$ cat config.mk
export PLATFORM = sky130hd
export DESIGN_NAME = dmd_top
export DESIGN_NICKNAME = d
export VERILOG_FILES = /design/src/hw/dmd_pkg.sv /design/src/hw/dmd_top.sv /design/src/hw/dmd_down_counter.sv
export VERILOG_INCLUDE_DIRS = /design/src /design/src/hw
export SDC_FILE = /design/constraint.sdc
export NUM_CORES = 1
export LEC_CHECK = 0
export BUFFER_PORTS_ARGS = -buffer_cell sky130_fd_sc_hd__buf_2
export CELL_PAD_IN_SITES_DETAIL_PLACEMENT = 0
export CELL_PAD_IN_SITES_GLOBAL_PLACEMENT = 1
export CORE_MARGIN = 1.5
export CORE_UTILIZATION = 47
export CTS_CLUSTER_SIZE = 40
export DETAILED_ROUTE_END_ITERATION = 7
export HOLD_SLACK_MARGIN = 0.02
export MAX_ROUTING_LAYER = met4
export PLACE_DENSITY_LB_ADDON = 0.1
export SETUP_SLACK_MARGIN = 0.2
export SYNTH_ARGS = -nofsm -noshare
export SYNTH_HDL_FRONTEND = slang
export SYNTH_SLANG_ARGS = --single-unit
$ cat constraint.sdc
create_clock -name clk -period 4.5 [get_ports clk]
set_input_delay 0.225 -clock clk [delete_from_list [all_inputs] [get_ports clk]]
set_output_delay 0.225 -clock clk [all_outputs]
set_load 0.02 [all_outputs]
$ cat src/hw/dmd_regs.svh
// Constants of the dual modulus divider control block: widths, field
// positions, reset values and the special swallow count.
// Assumes it is included by bare name before the package and modules.
//
// Summary of operation
// In single modulus mode the swallow counter is idle and the main counter alone divides.
// In single modulus mode one output pulse is made per programmed main count of input edges.
// In dual modulus mode the swallow counter drives the prescaler ratio select output.
// Ratio select is low while the swallow counter is non-zero and goes high once it is zero.
// Ratio select stays high until the main counter expires, and then both counters reload.
// Per division cycle the select asks one ratio for swallow cycles and the other for the rest.
// A programmed swallow value of zero counts as 128 cycles.
// Status bit 7 switches the voltage doubler, low for off and high for on.
// New values move from the shift register to the latches only on a stop or repeated start.
// Latches are not updated unless the whole programming message was checked as valid.
// The main counter is 12 bits, the swallow counter 7, both step on divider input rising edges. The swallow counter here is 8 bits, to hold 128.
`ifndef DMD_REGS_SVH
`define DMD_REGS_SVH

// -----------------------------------------------------------------------------
// Widths
// -----------------------------------------------------------------------------
`define DMD_MAIN_W            12
`define DMD_SWAL_W            7
`define DMD_STATUS_W          8

// -----------------------------------------------------------------------------
// Fields and values
// -----------------------------------------------------------------------------
`define DMD_STATUS_DOUBLER    7
`define DMD_STATUS_RESET      8'h00
`define DMD_MAIN_RESET        12'h000
`define DMD_SWAL_RESET        7'h00
`define DMD_SWAL_ZERO_COUNT   8'h80

`endif

$ cat src/hw/dmd_pkg.sv
// Types shared by the dual modulus divider control modules.
// Assumes dmd_regs.svh is on the include path.
`include "dmd_regs.svh"

package dmd_pkg;

  // ---------------------------------------------------------------------------
  // Kind of a checked programming message
  // ---------------------------------------------------------------------------
  typedef enum logic [1:0] {
    DMD_MSG_MAIN_SINGLE = 2'h0,
    DMD_MSG_DUAL        = 2'h1,
    DMD_MSG_STATUS      = 2'h2,
    DMD_MSG_OTHER       = 2'h3
  } dmd_msg_t;

  // ---------------------------------------------------------------------------
  // State of the top module
  // ---------------------------------------------------------------------------
  typedef struct packed {
    logic                       fi_prev;
    logic                       dual_mode;
    logic [`DMD_MAIN_W-1:0]     main_latch;
    logic [`DMD_SWAL_W-1:0]     swal_latch;
    logic [`DMD_STATUS_W-1:0]   status;
    logic                       ratio_sel;
    logic                       div_pulse;
  } dmd_state_t;

endpackage

$ cat src/hw/dmd_top.sv
// Dual modulus divider control: main and swallow counters, modulus select
// output, counter and status latches.
// Assumes the serial programming front end supplies the shift register
// contents, a validity flag and stop or repeated start strobes, all
// synchronous to clk, and that the divider input is sampled on clk.
`include "dmd_regs.svh"

module dmd_top #(
  parameter int MAIN_W = `DMD_MAIN_W,
  parameter int SWAL_W = `DMD_SWAL_W
) (
  // Clock and reset
  input  wire logic                     clk,
  input  wire logic                     rst_n,
  input  wire logic                     ce,
  // Divider input from the prescaler
  input  wire logic                     divider_clock_input,
  // Programming front end
  input  wire logic [MAIN_W-1:0]        shift_main,
  input  wire logic [SWAL_W-1:0]        shift_swallow,
  input  wire logic [`DMD_STATUS_W-1:0] shift_status,
  input  wire dmd_pkg::dmd_msg_t        shift_kind,
  input  wire logic                     msg_valid,
  input  wire logic                     stop_seen,
  input  wire logic                     restart_seen,
  // Outputs
  output logic                          prescaler_ratio_select,
  output logic                          divided_pulse,
  output logic                          doubler_enable,
  output logic [`DMD_STATUS_W-1:0]      status_latch,
  output logic                          dual_mode
);

  // ---------------------------------------------------------------------------
  // Parameter check
  // ---------------------------------------------------------------------------
  if (MAIN_W != `DMD_MAIN_W || SWAL_W != `DMD_SWAL_W) begin : g_width_check
    $error("dmd_top: counter widths must match the latch layout");
  end

  localparam int SC_W = SWAL_W + 1;

  dmd_pkg::dmd_state_t state;
  dmd_pkg::dmd_state_t next_state;

  logic [MAIN_W-1:0] main_count;
  logic              main_zero;
  logic [SC_W-1:0]   swal_count;
  logic              swal_zero;
  logic              fi_edge;
  logic              expire;
  logic              transfer;
  logic [SC_W-1:0]   swal_reload;
  logic              swal_step;

  // ---------------------------------------------------------------------------
  // Division timing
  // ---------------------------------------------------------------------------
  assign fi_edge = divider_clock_input && !state.fi_prev;
  // A count of one expires on the next edge, so N edges make one cycle.
  assign expire  = fi_edge && (main_zero || main_count == MAIN_W'(1));
  // Zero must not end the swallow phase at once; it stands for a full count.
  assign swal_reload = (state.swal_latch == '0) ? `DMD_SWAL_ZERO_COUNT
                                                : {1'b0, state.swal_latch};
  assign swal_step   = fi_edge && state.dual_mode && !expire;

  dmd_down_counter #(
    .WIDTH (MAIN_W)
  ) u_main (
    .clk        (clk),
    .rst_n      (rst_n),
    .ce         (ce),
    .load       (expire),
    .load_value (state.main_latch),
    .step       (fi_edge),
    .count      (main_count),
    .is_zero    (main_zero)
  );

  dmd_down_counter #(
    .WIDTH (SC_W)
  ) u_swallow (
    .clk        (clk),
    .rst_n      (rst_n),
    .ce         (ce),
    .load       (expire && state.dual_mode),
    .load_value (swal_reload),
    .step       (swal_step),
    .count      (swal_count),
    .is_zero    (swal_zero)
  );

  // ---------------------------------------------------------------------------
  // Latch transfer
  // ---------------------------------------------------------------------------
  // An invalid message is dropped whole, so a half-received channel never
  // reaches the counters.
  assign transfer = (stop_seen || restart_seen) && msg_valid;

  always_comb begin
    next_state           = state;
    next_state.fi_prev   = divider_clock_input;
    next_state.div_pulse = expire;
    if (transfer) begin
      unique case (shift_kind)
        dmd_pkg::DMD_MSG_MAIN_SINGLE: begin
          next_state.main_latch = shift_main;
          next_state.dual_mode  = 1'b0;
        end
        dmd_pkg::DMD_MSG_DUAL: begin
          next_state.main_latch = shift_main;
          next_state.swal_latch = shift_swallow;
          next_state.dual_mode  = 1'b1;
        end
        dmd_pkg::DMD_MSG_STATUS: begin
          next_state.status = shift_status;
        end
        dmd_pkg::DMD_MSG_OTHER: begin
          next_state.status = state.status;
        end
      endcase
    end
    // Select is low while swallowing and high once the swallow count is
    // spent, until the main counter reloads both.
    if (!state.dual_mode) begin
      next_state.ratio_sel = 1'b0;
    end else if (fi_edge) begin
      next_state.ratio_sel = !expire &&
                             (swal_zero || swal_count == SC_W'(1));
    end
  end

  always_ff @(posedge clk or negedge rst_n) begin
    if (!rst_n) begin
      state            <= '0;
      state.main_latch <= `DMD_MAIN_RESET;
      state.swal_latch <= `DMD_SWAL_RESET;
      state.status     <= `DMD_STATUS_RESET;
    end else if (ce) begin
      state <= next_state;
    end
  end

  // ---------------------------------------------------------------------------
  // Outputs
  // ---------------------------------------------------------------------------
  assign prescaler_ratio_select = state.ratio_sel;
  assign divided_pulse          = state.div_pulse;
  assign doubler_enable         = state.status[`DMD_STATUS_DOUBLER];
  assign status_latch           = state.status;
  assign dual_mode              = state.dual_mode;

endmodule

$ cat src/hw/dmd_down_counter.sv
// Loadable down counter that steps on a strobe.
// Assumes all strobes are synchronous to clk and held only while ce is high.
module dmd_down_counter #(
  parameter int WIDTH = 12
) (
  // Clock and reset
  input  wire logic             clk,
  input  wire logic             rst_n,
  input  wire logic             ce,
  // Control
  input  wire logic             load,
  input  wire logic [WIDTH-1:0] load_value,
  input  wire logic             step,
  // Status
  output logic      [WIDTH-1:0] count,
  output logic                  is_zero
);

  if (WIDTH < 2 || WIDTH > 16) begin : g_width_check
    $error("dmd_down_counter: WIDTH out of range");
  end

  typedef struct packed {
    logic [WIDTH-1:0] value;
  } dmd_cnt_state_t;

  dmd_cnt_state_t state;
  dmd_cnt_state_t next_state;

  always_comb begin
    next_state = state;
    if (load) begin
      next_state.value = load_value;
    end else if (step && state.value != '0) begin
      next_state.value = state.value - WIDTH'(1);
    end
  end

  always_ff @(posedge clk or negedge rst_n) begin
    if (!rst_n) begin
      state <= '0;
    end else if (ce) begin
      state <= next_state;
    end
  end

  assign count   = state.value;
  assign is_zero = (state.value == '0);

endmodule

-- Yosys cells after proc, flatten, opt, wreduce, memory -nomap -nowiden
Index checks and enable logic that the tools add are counted.
- eq/ne operators: 5
- add/sub/neg operators: 2
- reductions and logical operators: 29
- multiplexer cells: 8
- operators with widths (kind ; count):
    $pmux W13 S2 ; 1
    $mux W12 ; 2
    $mux W8 ; 3
    $eq A12 B1 Y1 const B ; 1
    $logic_not A12 Y1 ; 1
    $reduce_bool A12 Y1 ; 1
    $sub A12 B1 Y12 const B ; 1
    $logic_and A1 B1 Y1 ; 9
    $reduce_and A3 Y1 ; 3
    $eq A8 B1 Y1 const B ; 1
    $logic_not A8 Y1 ; 1
    $reduce_bool A8 Y1 ; 1
    $sub A8 B1 Y8 const B ; 1
    $logic_not A7 Y1 ; 1
    $reduce_and A2 Y1 ; 3
    $reduce_bool A2 Y1 ; 3
    $logic_or A1 B1 Y1 ; 3
    $eq A2 B1 Y1 const B ; 1
    $eq A2 B2 Y1 const B ; 1
    $logic_not A1 Y1 ; 2
    $logic_not A2 Y1 ; 1
    $mux W1 ; 2
    $ne A2 B1 Y1 const B ; 1
- output and inout bits: 12
- bits in registers: 51
- input bits: 36

-- Depth between registers and ports, before layout
- word-level depth: 8
- mapped depth: 8
- mapped depth without buffers: 7

-- Modules after synthesis
A second synthesis with hierarchy kept.
- cells, all modules: 279
- area, all modules: 2944.1 um2
- by module, submodules not included (module ; cells each ; sequential area each (um2) ; times used ; area each (um2)):
    dmd_top ; 103 ; 775.7 ; 1 ; 1397.6
    dmd_down_counter at u_main ; 108 ; 300.3 ; 1 ; 927.1
    dmd_down_counter at u_swallow ; 68 ; 200.2 ; 1 ; 619.3

-- Least setup slack after synthesis
OpenSTA, ideal clock, no wires.
- kind: flip-flop to flip-flop
- from: register u_swallow.state (netlist bit u_swallow.count[1])
- to: register u_swallow.state (netlist bit u_swallow.count[7])
- cell stages (with the launch flop): 6
- clock period less this slack: 1.749 ns
- data arrival time: 1.618 ns
- setup slack: 2.751 ns
- required time: 4.369 ns
- path buffers: 0
- path through: dfrtp_1 or4_4 or4_1 a21boi_1 o21ai_1 o21ai_1
- cells in the longest elaborated chain, start to end: 4
- ends and longest elaborated chain (what ; line ; RTL):
    from (decl) ; dmd_down_counter.sv:27 ; dmd_cnt_state_t state;
    from (signal assigned) ; dmd_down_counter.sv:43 ; state <= next_state;
    branches (longest 4 deep; another with $sub A8 B1 Y8) ; - ;
Several ways; the timed one is not identified. The select of a mux whose other input is x is not followed.
A chain may end at the register's enable or synchronous reset.

-- Final worst setup path
- from: register u_main.state (netlist bit u_main.count[5])
- to: register u_main.state (netlist bit u_main.count[5])
- cells in the longest elaborated chain, start to end: 5
- ends and longest elaborated chain (what ; line):
    from (decl) ; dmd_down_counter.sv:27
    from (signal assigned) ; dmd_down_counter.sv:43
    branches (longest 5 deep; another with $sub A12 B1 Y12) ; -
Several ways; the timed one is not identified. The select of a mux whose other input is x is not followed.

==> impl_metrics.json <==
{
  "gp_congestion": 0.779,
  "finalMaxSlewViolations": 0,
  "startpoint_type": "flop",
  "core-area_mm2": 0.00547,
  "layout_commonest_cell": "dfrtp_1",
  "cts.repair.resized": 0,
  "timing.hold.ws_ps": 19.6,
  "initialDrtViolationCount": 115,
  "end_kind": "flop",
  "tns_ps": 0,
  "grt_start_max_net_pins": 52,
  "rsz0062_at_grt": "no",
  "slew_headroom": 0.538,
  "max_freq_mhz": 442,
  "syn2layout_area_growth_pct": 11.7,
  "setup_viol": 0,
  "final_cell_mix": "dfrtp_1, buf_2, mux2_2",
  "share_seq_of_total_power": 0.515,
  "synth_top_cell_area_share": 0.482,
  "antenna_left": 0,
  "grt_pass1_vias": 1862,
  "synth_seq_cells": 51,
  "worstSetupPathType": "reg2reg",
  "skew_ps": 8.28,
  "synth_nets": 285,
  "p_switching_mw": 0.481,
  "swShare": 0.354,
  "tightest_slew_ps": 692,
  "fin_crit_sh": 0.502,
  "required_ps": 4670,
  "finalNonFillerCells": 355,
  "clk_pin_slew_ps": 100,
  "rows": 27,
  "cts_root_buffer": "clkbuf_8",
  "synth_cell_types": 46,
  "syn_area_mm2": 0.00265,
  "yosys_warnings": 0,
  "initial_core_util": 0.483,
  "clockPowerShare": 0.209,
  "io_pins": 48,
  "cts_tree": "done",
  "leakage_nw": 1.29,
  "wl_met1_um": 2730,
  "holdBufCountCts": 0,
  "post_cts_buffers": 0,
  "via_count": 1957,
  "cts_sinks": 51,
  "synth_area_leaders": "dfrtp_1, mux2_2, o21ai_0",
  "clock_latency_ps": 310,
  "hold_viol_final": 0,
  "final_area_mm2": 0.00296,
  "synth_flop_cell": "dfrtp_1",
  "timing.max_cap.violations": 0,
  "numCtsBuffers": 5,
  "avgSynthCellArea_um2": 10.9,
  "status": "complete, no violations",
  "ir_drop_v": 0.000237,
  "arrival_ps": 2430,
  "grt_pass1_wl_um": 9020,
  "cts_max_level": 2,
  "p_int_mw": 0.879,
  "wl_met3_um": 261,
  "met2_length_um": 2340,
  "critPathMaxStageDelay_ps": 660,
  "path_cells": "nor4_4 -> o2111a_1 -> nand2_1 -> o21ai_0 -> a22oi_1",
  "critPathMaxFanout": 19,
  "n_antenna_cell": 0,
  "antenna_found_initial": 0,
  "vias_per_cell": 5.51,
  "fin_nets": 324,
  "clockBufferDepth": 2,
  "drc": 0,
  "syn-instance-count": 243,
  "die_width_um": 78.0,
  "die_y_um": 78.0,
  "synth_edf_count": 0,
  "period_needed_ps": 2260,
  "placed_area_mm2": 0.00286,
  "fill_cells": 521,
  "async_flop_share": 1.00,
  "wl_per_cell_um": 15.2,
  "highest_layer": "met4",
  "dp.final_hpwl_um": 3810,
  "yosys.area.top_type": "dfrtp_1",
  "grt_remaining_overflow": 0,
  "worstHoldPathType": "in2async",
  "drt_first_pass_iters": 4,
  "pwr_density_cell_mw_per_mm2": 460,
  "drive_gt1_frac": 0.336,
  "io_buffers": 47,
  "grt_usage": 0.194,
  "yosysSeqAreaShare": 0.482,
  "p_comb_frac": 0.277,
  "totalWireLength_um": 5390,
  "die_area_mm2": 0.00609,
  "dp_cells": 347,
  "crit_slowest_cell": "o2111a_1"
}
cells by family after synthesis:
kind of cell               share of synthesized area
AOI/OAI and AO/OA                              0.158
adders and majority gates                     0.0284
buffers and inverters                         0.0629
DFF                                            0.482
muxes                                          0.139
and+or+nand+nor                                0.129
cell type report:
| class | instances | area (um^2) | share of cell area |
|---|---|---|---|
| Clock buffer | 6 | 82.6 | 0.0279 |
| Clock inverter | 2 | 16.3 | 0.00550 |
| Inverter | 10 | 37.5 | 0.0127 |
| Multi-Input combinational cell | 165 | 1200 | 0.407 |
| Sequential cell | 51 | 1280 | 0.432 |
| Tap cell | 72 | 90.1 | 0.0305 |
| Timing Repair Buffer | 49 | 250 | 0.0847 |
flip-flops by register name, indices dropped and copies added (netlist names):
register	cells
status_latch	8
divided_pulse	1
u_swallow.count	8
state	20
dual_mode	1
u_main.count	12
prescaler_ratio_select	1
worst paths after layout:
path | to | cells after the start | start | slack, ps
setup / recovery | u_main.count[5]$_DFFE_PN0P_ | 5 | u_main.count[5]$_DFFE_PN0P_ | 2240
hold / removal | state[19]$_DFFE_PN0P_ | 2 | rst_n | 20
setup reg to reg | u_main.count[5]$_DFFE_PN0P_ | 5 | u_main.count[5]$_DFFE_PN0P_ | 2240
hold reg to reg | prescaler_ratio_select$_DFFE_PN0P_ | 2 | prescaler_ratio_select$_DFFE_PN0P_ | 490
max in group asynchronous | dual_mode$_DFFE_PN0P_ | 2 | rst_n | 4040
min in group clk | state[23]$_DFFE_PN0P_ | 2 | shift_main[6] | 140
power by group through the flow:
stage / Sequential [mW] / Combinational [mW] / Clock [mW]
after CTS: 0.700 / 0.378 / 0.295
final: 0.700 / 0.376 / 0.284
after global placement: 0.706 / 0.374 / 0
after global routing: 0.723 / 0.424 / 0.307
after floorplan: 0.681 / 0.304 / 0
after detailed placement: 0.710 / 0.376 / 0
routing by layer:
metal / vias up / GRT usage
li1: 961 / -
met1: 936 / 0.278
met2: 53 / 0.281
met3: 7 / 0.0395
met4: 0 / 0.0571
met5: - / -
stage by stage:
step	util	setup WS, ps	total power [mW]
floorplan	-	2750	0.985
global placement	0.522	2270	1.08
detailed placement	0.522	2240	1.09
CTS	0.540	2240	1.37
global route	0.540	2020	1.45
finish	0.540	2240	1.36
Yosys cell counts, drive strengths merged (2+ instances only):
cell type	n
ha	6
nor3b	2
nand3	5
clkbuf	3
a2bb2oi	2
a22oi	3
o21ai	28
or3	3
o2bb2ai	2
a21oi	20
nor3	9
and2	4
mux2i	3
nand2	13
dfrtp	51
nand2b	3
inv	10
a21boi	2
a211oi	4
o22ai	2
nor2	6
buf	14
mux2	30
or4	3
nor4	5
critical path: cells and delay by family (launching register included):
| kind | cells | cell delay [ps] |
|---|---|---|
| AOI/OAI and AO/OA | 3 | 1000 |
| DFF | 1 | 450 |
| and+or+nand+nor | 2 | 670 |
(Power assumes the default switching activity.)
